## src/verilog/pcs_map.svh

```systemverilog
`ifndef PCS_MAP_SVH
`define PCS_MAP_SVH
// How it works
// - One memory/IO mode bit per slot.
// - Slot status pins reinterpreted by mode.
// - Even, odd and attribute enables per slot.
// - Slot A timing 13h, slot B 47h.
// - Slot access speeds set independently.
// - Classes 250, 200, 150; 100 SRAM only.
// - Card cycles address a 64MB space.
// - Low window redirected anywhere in 64MB.
// - Per-bank select enables card cycles.
// - Per-bank select picks 8 or 16 bits.
// - Card pin functions disconnect original functions.
// - 40h F5, 41h 00x0x000 gives one slot.
// - 40h FA, 41h 11x0x10x gives two slots.
// - 41h bit0 clear frees keyboard pins.
// - Per-slot buffer select, shared direction.
// - Programming voltage via external power switch.

// Register offsets
`define PCS_SLOT_A_TIM 8'h13
`define PCS_PIN_LO 8'h40
`define PCS_PIN_HI 8'h41
`define PCS_SLOT_A_CFG 8'h42
`define PCS_SLOT_B_CFG 8'h43
`define PCS_SLOT_B_TIM 8'h47
`define PCS_BANK_CARD 8'h48
`define PCS_BANK_WIDE 8'h49
`define PCS_WIN_LO 8'h4A
`define PCS_WIN_HI 8'h4B
`define PCS_STAT_A 8'h4C
`define PCS_STAT_B 8'h4D
`define PCS_PIN_STAT 8'h4E

// Field positions
`define PCS_CFG_MODE 0
`define PCS_CFG_SRAM 1
`define PCS_CFG_VPP 2
`define PCS_TIM_CLASS 0
`define PCS_TIM_POL 7
`define PCS_KBD_BIT 0

// Reset values and pin patterns
`define PCS_REG_RST 8'h00
`define PCS_ONE_LO 8'hF5
`define PCS_ONE_HI 8'h00
`define PCS_ONE_MASK 8'hD7
`define PCS_TWO_LO 8'hFA
`define PCS_TWO_HI 8'hC4
`define PCS_TWO_MASK 8'hD6
`define PCS_WIN_BASE 10'h00D

// Timing
`define PCS_CLK_MHZ 100
`define PCS_T250_NS 250
`define PCS_T200_NS 200
`define PCS_T150_NS 150
`define PCS_T100_NS 100
`define PCS_SETUP_NS 10
`define PCS_HOLD_NS 10
`endif

```

## src/verilog/pcs_pkg.sv

```systemverilog
package pcs_pkg;
  typedef enum logic [1:0] {PCS_IDLE, PCS_SETUP, PCS_STROBE, PCS_HOLD} pcs_state_e;

  // One card cycle request
  typedef struct packed {
    logic write;
    logic io;
    logic attr;
    logic slot;
    logic word;
    logic [25:0] addr;
    logic [15:0] wdata;
  } pcs_req_s;

  // Per-slot status pins, active low at the card except ready in memory mode
  typedef struct packed {
    logic readyIrqIn;
    logic batteryStatus1;
    logic batteryStatus2;
    logic wp16;
  } pcs_slot_in_s;

  typedef struct packed {
    pcs_state_e state;
    logic [4:0] cnt;
    logic [4:0] accCyc;
    logic [7:0] slotASignalTiming;
    logic [7:0] slotBSignalTiming;
    logic [7:0] pinFunctionSelectLo;
    logic [7:0] pinFunctionSelectHi;
    logic [7:0] slotACardConfig;
    logic [7:0] slotBCardConfig;
    logic [7:0] bankCardSelect;
    logic [7:0] bankWideSelect;
    logic [7:0] winPageLo;
    logic [7:0] winPageHi;
    logic [7:0] regRdata;
    logic cSlot;
    logic cWrite;
    logic cIoStr;
    logic wide;
    logic [25:0] cardAddr;
    logic [15:0] cardDataOut;
    logic cardDataOe;
    logic [1:0] evenEnN;
    logic [1:0] oddEnN;
    logic [1:0] attrSelN;
    logic [1:0] bufSelN;
    logic dir;
    logic oeN;
    logic weN;
    logic iorN;
    logic iowN;
    logic done;
    logic miss;
    logic busy;
    logic [15:0] cycRdata;
    logic [1:0] present;
    logic [1:0] ready;
    logic [1:0] irq;
    logic [1:0] stsChg;
    logic spkr;
    logic [6:0] legacyOut;
    logic kbdData;
    logic kbdClock;
  } pcs_st_s;
endpackage : pcs_pkg
```

## src/verilog/pcs_card_slot_ctrl.sv

```systemverilog
// Added by the designer: strobed register access.
`timescale 1ns/10ps
`include "pcs_map.svh"
module pcs_card_slot_ctrl
  import pcs_pkg::*;
#(
  parameter int CLK_MHZ = `PCS_CLK_MHZ,
  parameter logic [9:0] WIN_BASE = `PCS_WIN_BASE
) (
  // Clock and reset
  input wire logic clock,
  input wire logic rst_b,
  // Configuration register port
  input wire logic [7:0] regAddr,
  input wire logic [7:0] regWdata,
  input wire logic regWr,
  input wire logic regRd,
  output logic [7:0] regRdata,
  // Card cycle requests
  input wire logic reqValid,
  input wire pcs_req_s req,
  output logic cycBusy,
  output logic cycDone,
  output logic cycMiss,
  output logic [15:0] cycRdata,
  // Card bus
  output logic [25:0] cardAddressBus,
  output logic [15:0] cardDataOut,
  output logic cardDataOe,
  input wire logic [15:0] cardDataIn,
  output logic [1:0] slotEvenByteEnableN,
  output logic [1:0] slotOddByteEnableN,
  output logic [1:0] slotAttrSelectN,
  output logic [1:0] slotBufferSelectN,
  output logic bufferDirection,
  output logic sharedOutputEnableN,
  output logic sharedWriteEnableN,
  output logic ioReadStrobeN,
  output logic ioWriteStrobeN,
  // Slot status pins
  input wire logic [1:0] slotDetectInputsN,
  input wire pcs_slot_in_s slotAIn,
  input wire pcs_slot_in_s slotBIn,
  output logic [1:0] cardPresent,
  output logic [1:0] cardReady,
  output logic [1:0] slotIrq,
  output logic [1:0] slotStatusChange,
  output logic speakerOut,
  output logic [1:0] progVoltageOn,
  // Shared multipurpose pins
  input wire logic keyboardDataPin,
  input wire logic keyboardClockPin,
  output logic kbdDataToCtrl,
  output logic kbdClockToCtrl,
  input wire logic [6:0] legacyFnIn,
  output logic [6:0] legacyFnOut
);

  // 250 ns must fit the 5-bit cycle counter
  if (CLK_MHZ < 1 || CLK_MHZ > 120) begin : g_bad_clk
    $error("CLK_MHZ outside 1..120");
  end

  ////////////////////////////////////////////////////////////////////////////
  // Functions
  // Least time rounds up, never below one cycle
  function automatic logic [4:0] nsToCyc(input int ns);
    int c;
    c = (ns * CLK_MHZ + 999) / 1000;
    if (c < 1) c = 1;
    return c[4:0];
  endfunction : nsToCyc
  // Strobe width from class field; fastest class only for SRAM
  function automatic logic [4:0] accessCyc(input logic [7:0] tim, input logic sram);
    logic [4:0] r;
    case (tim[`PCS_TIM_CLASS +: 2])
      2'h1: r = nsToCyc(`PCS_T200_NS);
      2'h2: r = nsToCyc(`PCS_T150_NS);
      2'h3: r = sram ? nsToCyc(`PCS_T100_NS) : nsToCyc(`PCS_T150_NS);
      default: r = nsToCyc(`PCS_T250_NS);
    endcase
    return r;
  endfunction : accessCyc
  // Status byte: mode, present, then raw pins by meaning of the mode
  function automatic logic [7:0] statusByte(input logic [7:0] cfg, input logic pres,
                                            input pcs_slot_in_s p);
    return {cfg[1:0], 2'h0, pres, p.readyIrqIn, p.batteryStatus1, p.batteryStatus2};
  endfunction : statusByte

  ////////////////////////////////////////////////////////////////////////////
  // Decode
  pcs_st_s st_r;
  pcs_st_s st_nxt;
  logic oneSlot, twoSlot, kbdForCard, ioA, ioB, selIo, missReq, wideReq, pol;
  logic presA, presB;
  logic [25:0] effAddr;
  logic [2:0] bank;
  logic [7:0] selTim, selCfg;
  pcs_slot_in_s selIn;
  logic [6:0] ownMask;
  logic [1:0] idleLvl;

  // Pin arrangement patterns, don't-care bits masked
  assign oneSlot = st_r.pinFunctionSelectLo == `PCS_ONE_LO &&
    (st_r.pinFunctionSelectHi & `PCS_ONE_MASK) == `PCS_ONE_HI;
  assign twoSlot = st_r.pinFunctionSelectLo == `PCS_TWO_LO &&
    (st_r.pinFunctionSelectHi & `PCS_TWO_MASK) == `PCS_TWO_HI;
  assign kbdForCard = twoSlot && st_r.pinFunctionSelectHi[`PCS_KBD_BIT];
  assign ownMask = twoSlot ? 7'h7F : (oneSlot ? 7'h07 : 7'h00);

  // Detect: own pins, or one externally ORed line per slot
  assign presA = kbdForCard ? &(~slotDetectInputsN) : ~slotDetectInputsN[0];
  assign presB = twoSlot && (kbdForCard ? ~(keyboardDataPin | keyboardClockPin)
                                        : ~slotDetectInputsN[1]);

  assign ioA = st_r.slotACardConfig[`PCS_CFG_MODE];
  assign ioB = st_r.slotBCardConfig[`PCS_CFG_MODE];

  // Low window swaps in a 10-bit page of the 64MB space
  assign effAddr = (req.addr[25:16] == WIN_BASE) ?
    {st_r.winPageHi[1:0], st_r.winPageLo, req.addr[15:0]} : req.addr;
  assign bank = effAddr[25:23];

  // Selected slot's own settings; the other slot is untouched
  assign selTim = req.slot ? st_r.slotBSignalTiming : st_r.slotASignalTiming;
  assign selCfg = req.slot ? st_r.slotBCardConfig : st_r.slotACardConfig;
  assign selIn = req.slot ? slotBIn : slotAIn;
  assign selIo = req.slot ? ioB : ioA;
  assign pol = selTim[`PCS_TIM_POL];
  assign idleLvl = {~st_r.slotBSignalTiming[`PCS_TIM_POL], ~st_r.slotASignalTiming[`PCS_TIM_POL]};
  // No card cycles until the pins carry card functions
  assign missReq = !(oneSlot || twoSlot) || (req.slot && !twoSlot) ||
    (req.io ? !selIo : !st_r.bankCardSelect[bank]);
  assign wideReq = req.word && (req.io ? !selIn.wp16 : st_r.bankWideSelect[bank]);

  ////////////////////////////////////////////////////////////////////////////
  // Next state
  always_comb begin
    st_nxt = st_r;
    st_nxt.done = 1'b0;
    st_nxt.miss = 1'b0;
    st_nxt.regRdata = 8'h00;

    // Register writes
    if (regWr) begin
      case (regAddr)
        `PCS_SLOT_A_TIM: st_nxt.slotASignalTiming = regWdata;
        `PCS_SLOT_B_TIM: st_nxt.slotBSignalTiming = regWdata;
        `PCS_PIN_LO: st_nxt.pinFunctionSelectLo = regWdata;
        `PCS_PIN_HI: st_nxt.pinFunctionSelectHi = regWdata;
        `PCS_SLOT_A_CFG: st_nxt.slotACardConfig = regWdata;
        `PCS_SLOT_B_CFG: st_nxt.slotBCardConfig = regWdata;
        `PCS_BANK_CARD: st_nxt.bankCardSelect = regWdata;
        `PCS_BANK_WIDE: st_nxt.bankWideSelect = regWdata;
        `PCS_WIN_LO: st_nxt.winPageLo = regWdata;
        `PCS_WIN_HI: st_nxt.winPageHi = regWdata;
        default: ;
      endcase
    end

    // Register reads, data valid the cycle after only
    if (regRd) begin
      case (regAddr)
        `PCS_SLOT_A_TIM: st_nxt.regRdata = st_r.slotASignalTiming;
        `PCS_SLOT_B_TIM: st_nxt.regRdata = st_r.slotBSignalTiming;
        `PCS_PIN_LO: st_nxt.regRdata = st_r.pinFunctionSelectLo;
        `PCS_PIN_HI: st_nxt.regRdata = st_r.pinFunctionSelectHi;
        `PCS_SLOT_A_CFG: st_nxt.regRdata = st_r.slotACardConfig;
        `PCS_SLOT_B_CFG: st_nxt.regRdata = st_r.slotBCardConfig;
        `PCS_BANK_CARD: st_nxt.regRdata = st_r.bankCardSelect;
        `PCS_BANK_WIDE: st_nxt.regRdata = st_r.bankWideSelect;
        `PCS_WIN_LO: st_nxt.regRdata = st_r.winPageLo;
        `PCS_WIN_HI: st_nxt.regRdata = st_r.winPageHi;
        `PCS_STAT_A: st_nxt.regRdata = statusByte(st_r.slotACardConfig, presA, slotAIn);
        `PCS_STAT_B: st_nxt.regRdata = statusByte(st_r.slotBCardConfig, presB, slotBIn);
        `PCS_PIN_STAT: st_nxt.regRdata = {5'h00, kbdForCard, twoSlot, oneSlot};
        default: st_nxt.regRdata = 8'h00;
      endcase
    end

    // Status pins by mode; slot B only exists with two slots
    st_nxt.present = {presB, presA};
    st_nxt.ready[0] = !ioA && slotAIn.readyIrqIn;
    st_nxt.irq[0] = ioA && !slotAIn.readyIrqIn;
    st_nxt.stsChg[0] = ioA && !slotAIn.batteryStatus1;
    st_nxt.ready[1] = twoSlot && !ioB && slotBIn.readyIrqIn;
    st_nxt.irq[1] = twoSlot && ioB && !slotBIn.readyIrqIn;
    st_nxt.stsChg[1] = twoSlot && ioB && !slotBIn.batteryStatus1;
    st_nxt.spkr = (ioA && !slotAIn.batteryStatus2) ||
                  (twoSlot && ioB && !slotBIn.batteryStatus2);

    // Taken-over pins read as idle to their old consumers
    st_nxt.legacyOut = legacyFnIn & ~ownMask;
    st_nxt.kbdData = kbdForCard ? 1'b1 : keyboardDataPin;
    st_nxt.kbdClock = kbdForCard ? 1'b1 : keyboardClockPin;

    // Card cycle sequencer
    case (st_r.state)
      PCS_IDLE: begin
        st_nxt.evenEnN = idleLvl;
        st_nxt.oddEnN = idleLvl;
        st_nxt.attrSelN = idleLvl;
        if (reqValid && missReq) begin
          st_nxt.done = 1'b1;
          st_nxt.miss = 1'b1;
        end else if (reqValid) begin
          st_nxt.cSlot = req.slot;
          st_nxt.cWrite = req.write;
          st_nxt.cIoStr = req.io;
          st_nxt.wide = wideReq;
          st_nxt.accCyc = accessCyc(selTim, selCfg[`PCS_CFG_SRAM]);
          st_nxt.cardAddr = req.io ? req.addr : effAddr;
          st_nxt.cardDataOut = req.write ? req.wdata : 16'h0000;
          st_nxt.cardDataOe = req.write;
          // Only the addressed slot is enabled, polarity per slot
          st_nxt.evenEnN[req.slot] = pol;
          st_nxt.oddEnN[req.slot] = wideReq ? pol : ~pol;
          st_nxt.attrSelN[req.slot] = (req.attr || req.io) ? pol : ~pol;
          st_nxt.bufSelN[req.slot] = 1'b0;
          st_nxt.dir = req.write;
          st_nxt.cnt = nsToCyc(`PCS_SETUP_NS) - 5'h01;
          st_nxt.state = PCS_SETUP;
        end
      end
      PCS_SETUP: begin
        if (st_r.cnt == 5'h00) begin
          st_nxt.iowN = !(st_r.cIoStr && st_r.cWrite);
          st_nxt.iorN = !(st_r.cIoStr && !st_r.cWrite);
          st_nxt.weN = !(!st_r.cIoStr && st_r.cWrite);
          st_nxt.oeN = !(!st_r.cIoStr && !st_r.cWrite);
          st_nxt.cnt = st_r.accCyc - 5'h01;
          st_nxt.state = PCS_STROBE;
        end else begin
          st_nxt.cnt = st_r.cnt - 5'h01;
        end
      end
      PCS_STROBE: begin
        if (st_r.cnt == 5'h00) begin
          if (!st_r.cWrite) begin
            st_nxt.cycRdata = st_r.wide ? cardDataIn : {8'h00, cardDataIn[7:0]};
          end
          st_nxt.oeN = 1'b1;
          st_nxt.weN = 1'b1;
          st_nxt.iorN = 1'b1;
          st_nxt.iowN = 1'b1;
          st_nxt.cnt = nsToCyc(`PCS_HOLD_NS) - 5'h01;
          st_nxt.state = PCS_HOLD;
        end else begin
          st_nxt.cnt = st_r.cnt - 5'h01;
        end
      end
      PCS_HOLD: begin
        if (st_r.cnt == 5'h00) begin
          // Deselect tri-states the isolation buffers
          st_nxt.evenEnN = idleLvl;
          st_nxt.oddEnN = idleLvl;
          st_nxt.attrSelN = idleLvl;
          st_nxt.bufSelN = 2'h3;
          st_nxt.cardDataOe = 1'b0;
          st_nxt.dir = 1'b0;
          st_nxt.done = 1'b1;
          st_nxt.state = PCS_IDLE;
        end else begin
          st_nxt.cnt = st_r.cnt - 5'h01;
        end
      end
      default: st_nxt.state = PCS_IDLE;
    endcase
    st_nxt.busy = st_nxt.state != PCS_IDLE;
  end

  // Reset: slowest class (0) and active-low lines, safe for any card
  always_ff @(posedge clock) begin
    if (!rst_b) begin
      st_r <= '0;
      st_r.evenEnN <= 2'h3;
      st_r.oddEnN <= 2'h3;
      st_r.attrSelN <= 2'h3;
      st_r.bufSelN <= 2'h3;
      st_r.oeN <= 1'b1;
      st_r.weN <= 1'b1;
      st_r.iorN <= 1'b1;
      st_r.iowN <= 1'b1;
      st_r.kbdData <= 1'b1;
      st_r.kbdClock <= 1'b1;
    end else begin
      st_r <= st_nxt;
    end
  end

  // Outputs, all from the state register
  assign regRdata = st_r.regRdata;
  assign cycBusy = st_r.busy;
  assign cycDone = st_r.done;
  assign cycMiss = st_r.miss;
  assign cycRdata = st_r.cycRdata;
  assign cardAddressBus = st_r.cardAddr;
  assign cardDataOut = st_r.cardDataOut;
  assign cardDataOe = st_r.cardDataOe;
  assign slotEvenByteEnableN = st_r.evenEnN;
  assign slotOddByteEnableN = st_r.oddEnN;
  assign slotAttrSelectN = st_r.attrSelN;
  assign slotBufferSelectN = st_r.bufSelN;
  assign bufferDirection = st_r.dir;
  assign sharedOutputEnableN = st_r.oeN;
  assign sharedWriteEnableN = st_r.weN;
  assign ioReadStrobeN = st_r.iorN;
  assign ioWriteStrobeN = st_r.iowN;
  assign cardPresent = st_r.present;
  assign cardReady = st_r.ready;
  assign slotIrq = st_r.irq;
  assign slotStatusChange = st_r.stsChg;
  assign speakerOut = st_r.spkr;
  assign kbdDataToCtrl = st_r.kbdData;
  assign kbdClockToCtrl = st_r.kbdClock;
  assign legacyFnOut = st_r.legacyOut;
  // Programming voltage switch per slot, straight from the config latch
  assign progVoltageOn = {st_r.slotBCardConfig[`PCS_CFG_VPP],
                          st_r.slotACardConfig[`PCS_CFG_VPP]};

  ////////////////////////////////////////////////////////////////////////////
  // Assertions
  logic strobeOn, prevOn;
  logic [4:0] strobeLen, expLen;
  assign strobeOn = !(st_r.oeN && st_r.weN && st_r.iorN && st_r.iowN);
  // Strobe width measured independently of the sequencer counter
  always_ff @(posedge clock) begin
    prevOn <= strobeOn;
    if (strobeOn && !prevOn) begin
      strobeLen <= 5'h01;
      expLen <= st_r.cSlot ?
        accessCyc(st_r.slotBSignalTiming, st_r.slotBCardConfig[`PCS_CFG_SRAM]) :
        accessCyc(st_r.slotASignalTiming, st_r.slotACardConfig[`PCS_CFG_SRAM]);
    end else if (strobeOn) begin
      strobeLen <= strobeLen + 5'h01;
    end
  end
endmodule : pcs_card_slot_ctrl

```

## config.mk

```make
export PLATFORM = sky130hd
export DESIGN_NAME = pcs_card_slot_ctrl
export DESIGN_NICKNAME = d
export VERILOG_FILES = /design/src/verilog/pcs_pkg.sv /design/src/verilog/pcs_card_slot_ctrl.sv
export VERILOG_INCLUDE_DIRS = /design/src /design/src/verilog
export SDC_FILE = /design/constraint.sdc
export NUM_CORES = 1
export LEC_CHECK = 0
export BUFFER_PORTS_ARGS = -buffer_cell sky130_fd_sc_hd__clkbuf_2
export CORE_MARGIN = 2
export CORE_UTILIZATION = 50
export DETAILED_ROUTE_END_ITERATION = 10
export PLACE_DENSITY = 0.74
export SYNTH_ARGS = -nofsm -noshare
export SYNTH_HDL_FRONTEND = slang
export SYNTH_SLANG_ARGS = --single-unit
```

## constraint.sdc

```tcl
create_clock -name clock -period 3.4 [get_ports clock]
set_clock_uncertainty 0.1 [all_clocks]
set_input_delay 0.51 -clock clock [delete_from_list [all_inputs] [get_ports clock]]
set_output_delay 0.51 -clock clock [all_outputs]
set_load 0.01 [all_outputs]
```

; After elaboration in Yosys (flattened, before gate mapping)
; Cells that the tools add are included.
[classes]
n_addsub = 2
n_lt_le_gt_ge = 3
eq_ne = 29
muxes = 47
bitwise = 15
n_reduce_logical = 72
[op_table]
columns = op, count
row1 = one-hot mux 8 bit (13 select lines), 1
row2 = == test 8 x 7 -> 1 bit (second input constant), 12
row3 = two-way mux 26 bit, 2
row4 = two-way mux 16 bit, 2
row5 = two-way mux 10 bit, 3
row6 = one-hot mux 7 bit (4 select lines), 1
row7 = AND reduction 2 bit, 14
row8 = two-way mux 12 bit, 2
row9 = logical AND 1 bit, 22
row10 = one-hot mux 10 bit (2 select lines), 1
row11 = logical NOT 1 bit, 19
row12 = == test 8 bit (second input constant), 2
row13 = two-way mux 5 bit, 3
row14 = one-hot mux 5 bit (3 select lines), 1
row15 = two-way mux 1 bit, 12
row16 = != test 2 bit (second input constant), 6
row17 = AND reduction 3 bit, 4
row18 = == test 10 x 4 -> 1 bit (second input constant), 1
row19 = two-way mux 2 bit, 5
row20 = subtractor 5 x 1 -> 5 bit (second input constant), 2
row21 = inverter 1 bit, 9
row22 = == test 2 bit (second input constant), 4
row23 = == test 8 x 5 -> 1 bit (second input constant), 1
row24 = logical NOT 8 bit, 1
row25 = other kinds (25), 38
[word_totals]
regBits = 196
input_bits = 103
output_inout_bits = 103
elab_cells = 209

; Depth between registers and ports, before layout
[logic_depth]
ltp_word = 11
ltp_mapped = 11
mapped_depth_nobuf = 9

; Worst setup path after synthesis
; OpenSTA, ideal clock, no wires.
[synth_path]
path_kind = input -> register
startpoint = input req[38] in the netlist's numbering
endpoint = register st_r, in the netlist cardAddressBus[16]
setup_ps = 115
arrival_time_ps = 2773
required_time_ps = 3185
setup_slack_ps = 413
path_stages = 5
path_buffers = 0
cell_sequence = or4_1 > nor4_1 > mux2_2 > mux2_1 > and2_1
[synth_between]
elab_chain_len = 10
elab_cells_between_ends = 11
cone_classes = 1 x eq/ne / 5 x mux / 1 x bitwise / 4 x reduce/logical
[synth_rtl]
columns = item, line_no
row1 = "start, declared", pcs_card_slot_ctrl.sv:21  ; input wire pcs_req_s req,
row2 = == test 10 x 4 -> 1 bit *, pcs_card_slot_ctrl.sv:120  ; assign effAddr = (req.addr[25:16] == WIN_BASE) ?
row3 = two-way mux 26 bit *, pcs_card_slot_ctrl.sv:120
row4 = binary-select mux 1 bit (select 3 bit), pcs_card_slot_ctrl.sv:133  ; (req.io ? !selIo : !st_r.bankCardSelect[bank]);
row5 = two-way mux 1 bit (not written as such), pcs_card_slot_ctrl.sv:133
row6 = logical NOT 1 bit, pcs_card_slot_ctrl.sv:133
row7 = two-way mux 1 bit, pcs_card_slot_ctrl.sv:133
row8 = logical OR 1 bit, pcs_card_slot_ctrl.sv:132  ; assign missReq = !(oneSlot || twoSlot) || (req.slot && !twoSlot) ||
row9 = logical AND 1 bit, pcs_card_slot_ctrl.sv:203  ; if (reqValid && missReq) begin
row10 = inverter 1 bit (no source line), n/a
row11 = AND reduction 3 bit (no source line), n/a
row12 = "end signal, assigned", pcs_card_slot_ctrl.sv:287  ; st_r <= st_nxt;
row13 = "end, declared", pcs_card_slot_ctrl.sv:92  ; pcs_st_s st_r;
; Mark *: on every way between the ends. The rest lies on a longest branch, timed or not. The select of a mux whose other input is x is not followed.
; A chain may end at the register's enable or synchronous reset.

; Final worst setup path
[layout_path]
startpoint = register st_r[155] in the netlist's numbering
endpoint = register st_r, in the netlist slotOddByteEnableN[0]
[layout_between]
elab_chain_len = 9
elab_cells_between_ends = 13
cone_classes = 1 x eq/ne / 2 x mux / 10 x reduce/logical
[layout_rtl]
columns = item, line_no
row1 = == test 5 bit (no source line) / logical NOT 8 bit (equally long branches), n/a
row2 = logical AND 1 bit (no source line), n/a
row3 = logical OR 1 bit / logical NOT 1 bit (equally long branches), pcs_card_slot_ctrl.sv:132
row4 = logical NOT 1 bit / logical AND 1 bit (equally long branches), pcs_card_slot_ctrl.sv:132
row5 = logical OR 1 bit * (2 in a row), pcs_card_slot_ctrl.sv:132
row6 = logical AND 1 bit *, pcs_card_slot_ctrl.sv:203
row7 = two-way mux 10 bit *, pcs_card_slot_ctrl.sv:203
row8 = one-hot mux 10 bit (2 select lines) *, pcs_card_slot_ctrl.sv:198  ; case (st_r.state)
; Marked as above.

==> metrics.txt <==
# TYPE chip_impl_metric gauge
chip_impl_metric{name="drcViolationCount",unit=""} 0
chip_impl_metric{name="least_margin_pin_slew",unit="ns"} 1.301
chip_impl_info{name="critPathSlowestCell",value="or4_1"} 1
chip_impl_metric{name="fin_hold_ws",unit="ns"} 0.1738
chip_impl_metric{name="cts-root-to-sink-buffers",unit=""} 2
chip_impl_metric{name="power_density",unit="mW/mm^2"} 439.4
chip_impl_metric{name="drt-initial-drc-count",unit=""} 722
chip_impl_metric{name="placeableCoreArea",unit="mm^2"} 0.01815
chip_impl_metric{name="pin_count",unit=""} 206
chip_impl_metric{name="path_buf_inv",unit=""} 0
chip_impl_info{name="synth.area.top_cells",value="dfxtp_1, buf_4, nand2_1"} 1
chip_impl_metric{name="req_time_crit_path",unit="ns"} 3.66
chip_impl_metric{name="clock_sink_count",unit=""} 195
chip_impl_metric{name="synth_cells",unit=""} 1094
chip_impl_info{name="critPathMostFrequentCell",value="or4_1"} 1
chip_impl_metric{name="async_reset_ff_frac",unit=""} 0
chip_impl_metric{name="share_seq_of_total_power",unit=""} 0.494
chip_impl_metric{name="sequential_to_total_area_share_from_yosys_stat",unit=""} 0.4188
chip_impl_metric{name="clock_power_share",unit=""} 0.451
chip_impl_metric{name="max_freq",unit="MHz"} 316.4
chip_impl_metric{name="gp_congestion",unit=""} 0.8824
chip_impl_info{name="mostFrequentLayoutCell",value="clkbuf_2"} 1
chip_impl_metric{name="die_width",unit="um"} 140.5
chip_impl_metric{name="dp_hpwl",unit="um"} 17850
chip_impl_metric{name="arrival",unit="ns"} 3.42
chip_impl_metric{name="final_cells",unit=""} 1425
chip_impl_metric{name="effective_utilization_at_floorplan",unit=""} 0.5136
chip_impl_info{name="critical_path_start_type",value="flop"} 1
chip_impl_metric{name="fin_total_pwr",unit="mW"} 4.642
chip_impl_info{name="cp_cell_sequence",value="or4_1, or4_4, a2bb2oi_1, and3b_1, a22oi_2, or4_1, o2111ai_1"} 1
chip_impl_metric{name="dieArea",unit="mm^2"} 0.01975
chip_impl_metric{name="synth.cell_area",unit="mm^2"} 0.009320
chip_impl_metric{name="wl_cell",unit="um"} 17.29
chip_impl_metric{name="clock_latency_late_sink",unit="ns"} 0.44
chip_impl_metric{name="post-cts-setup-buffer-count",unit=""} 0
chip_impl_metric{name="power_report.internal_total",unit="mW"} 3.572
chip_impl_metric{name="slew_violations",unit=""} 0
chip_impl_metric{name="die_h",unit="um"} 140.5
chip_impl_metric{name="setup_viol_count_final",unit=""} 0
chip_impl_info{name="min-delay-path-class",value="input port to flop"} 1
chip_impl_metric{name="drtAntennaViolNets",unit=""} 0
chip_impl_metric{name="postSynthAreaPerCell",unit="um^2"} 8.519
chip_impl_metric{name="fraction_of_synthesized_cell_area_taken_by_the_top_area_cell_type",unit=""} 0.4188
chip_impl_info{name="critPathTopFamily",value="simple AND/OR/NAND/NOR gates"} 1
chip_impl_info{name="synth.largest_area_cell",value="dfxtp_1"} 1
chip_impl_metric{name="post_synthesis_sequential_element_count",unit=""} 195
chip_impl_metric{name="cpPeakStageDelay",unit="ns"} 0.59
chip_impl_metric{name="cap_violations",unit=""} 0
chip_impl_metric{name="floorplan.rows",unit=""} 49
chip_impl_info{name="setup.worst_path.class",value="flop to flop"} 1
chip_impl_metric{name="synth_edf_count",unit=""} 0
chip_impl_metric{name="finalCritPeriodShare",unit=""} 0.9296
chip_impl_metric{name="number_of_buffers_created_by_cts",unit=""} 17
chip_impl_metric{name="num_antenna_cells",unit=""} 0
chip_impl_metric{name="period_minus_slack",unit="ns"} 3.161
chip_impl_metric{name="drt_first_pass_iters",unit=""} 5
chip_impl_metric{name="grt.total_usage",unit=""} 0.2465
chip_impl_metric{name="grt.met2_usage",unit=""} 0.3924
chip_impl_metric{name="switchingPower",unit="mW"} 1.070
chip_impl_metric{name="r2r_cells",unit=""} 7
chip_impl_metric{name="synth.yosys.warnings",unit=""} 0
chip_impl_metric{name="vdd_ir_drop_max",unit="mV"} 0.3436
chip_impl_metric{name="critical_path.max_fanout",unit=""} 16
chip_impl_info{name="rsz0062_at_grt",value="no"} 1
chip_impl_metric{name="totalNegativeSetupSlack",unit="ns"} 0
chip_impl_metric{name="htree_num_levels",unit=""} 4
chip_impl_metric{name="yosys.cell_types.count",unit=""} 70
chip_impl_metric{name="cts-hold-fix-buffers",unit=""} 0
chip_impl_metric{name="use_met1",unit=""} 0.3344
chip_impl_metric{name="number_of_gates_given_a_new_drive_strength_after_cts",unit=""} 0
chip_impl_metric{name="final_hold_viol_count",unit=""} 0
chip_impl_metric{name="leakagePower",unit="nW"} 4.235
chip_impl_info{name="setup.worst_path.end_class",value="flop"} 1
chip_impl_metric{name="power.combinational.fraction",unit=""} 0.054
chip_impl_metric{name="grt_use_met3",unit=""} 0.05333
chip_impl_metric{name="antenna_violations_before_repair",unit=""} 0
chip_impl_metric{name="globalRouteOverflowTotal",unit=""} 0
chip_impl_info{name="tritoncts_clock_tree",value="built"} 1
chip_impl_metric{name="nets",unit=""} 1293
chip_impl_metric{name="total_stage_count_of_the_critical_path",unit=""} 7
chip_impl_metric{name="grt_pass1_wl",unit="um"} 38880
chip_impl_metric{name="power.switching_fraction",unit=""} 0.2305
chip_impl_metric{name="dp_cells",unit=""} 1393
chip_impl_metric{name="maximum_number_of_pins_on_one_net_before_global_route_repair",unit=""} 69
chip_impl_metric{name="vias_per_cell",unit=""} 5.679
chip_impl_metric{name="hold_path_depth",unit=""} 2
chip_impl_metric{name="syn_nets",unit=""} 1204
chip_impl_info{name="mostFrequentLayoutCells",value="clkbuf_2, dfxtp_1, nand2_1"} 1
chip_impl_metric{name="routed_wl",unit="um"} 24640
chip_impl_info{name="prevailing_post_synth_register_cell",value="dfxtp_1"} 1
chip_impl_info{name="grt_busiest_layer",value="met2"} 1
chip_impl_metric{name="worst_setup_hold_path_clk_slew",unit="ns"} 0.07
chip_impl_info{name="clock-root-buffer",value="clkbuf_16"} 1
chip_impl_metric{name="synthToLayoutAreaGrowth",unit="%"} 13.34
chip_impl_metric{name="slew-limit-headroom",unit=""} 0.1214
chip_impl_metric{name="number_of_global_route_vias_before_repair",unit=""} 7408
chip_impl_metric{name="route.vias.total",unit=""} 8093
chip_impl_info{name="status",value="finished, final reports clean"} 1
chip_impl_metric{name="final_layout_size_suffix_gt1_frac",unit=""} 0.2508
chip_impl_metric{name="portBuffers",unit=""} 205
==> synth_stat cells (12+ instances only) <==
cell type	count
a21oi_1	94
inv_1	13
o21ai_0	24
nand3_1	50
dfxtp_1	195
nor2b_1	12
a31oi_1	12
nor3_1	16
mux2i_1	59
buf_4	94
nand2_1	161
clkbuf_1	59
nor2_1	98
==> final timing paths <==
check | startpoint | endpoint | slack, ns
max | st_r[155] | slotOddByteEnableN[0] | 0.24
min | legacyFnIn[5] | legacyFnOut[5] | 0.17
max reg2reg | st_r[155] | slotOddByteEnableN[0] | 0.24
min reg2reg | cycRdata[14] | cycRdata[14] | 0.35
==> kinds of logic (layout without fill, tap and decap cells) <==
kind of cell | Yosys count | count (layout) | share of synthesized area
buffers and inverters | 180 | 282 | 0.1113
xor gates and xnor gates | 4 | 4 | 0.003759
muxes | 80 | 80 | 0.1020
DFF | 195 | 195 | 0.4188
AOI/OAI and AO/OA | 216 | 216 | 0.1474
adders and majority gates | 7 | 7 | 0.009397
and+or+nand+nor | 412 | 412 | 0.2073
==> power groups by stage <==
stage / Combinational (mW) / Sequential [mW] / Clock (mW)
floorplan: 0.129 / 2.35 / 0
global placement: 0.248 / 2.35 / 0
detailed placement: 0.248 / 2.35 / 0
CTS: 0.249 / 2.29 / 2.13
global route: 0.271 / 2.29 / 2.22
finish: 0.252 / 2.30 / 2.09
==> per-layer routing <==
layer / vias up / wire length, um
met5: - / 0
li1: 3930 / -
met4: 0 / 511
met1: 3800 / 10880
met3: 44 / 1701
met2: 319 / 11550
==> state kept, by name, summed over array words and instances (netlist names), 2 cells and up <==
signal and count:
slotEvenByteEnableN 2, slotStatusChange 2, cardDataOut 16, slotIrq 2, cardAddressBus 26, cycRdata 16
st_r 91, progVoltageOn 2, cardPresent 2, slotAttrSelectN 2, cardReady 2, slotBufferSelectN 2
legacyFnOut 7, slotOddByteEnableN 2, regRdata 8
==> area by class of cell <==
type,count,area [um^2]
fillers,1651,7584
multi-input cells,719,4410
inverters,15,58.81
clock inverters,14,176.4
flip-flops and latches,195,3904
clock buffers,18,439.2
repair buffers,235,1289
well taps,229,286.5
==> metrics by stage <==
stage,worst slack (ns),area [um^2],utilization
after floorplan,0.4125,9320,-
after global placement,0.1603,9948,0.5482
after detailed placement,0.08115,9948,0.5482
after CTS,0.2413,10560,0.5821
after global routing,0.04825,10560,0.5821
final,0.2395,10560,0.5821
Note: power is estimated with default switching activity, not from simulation.
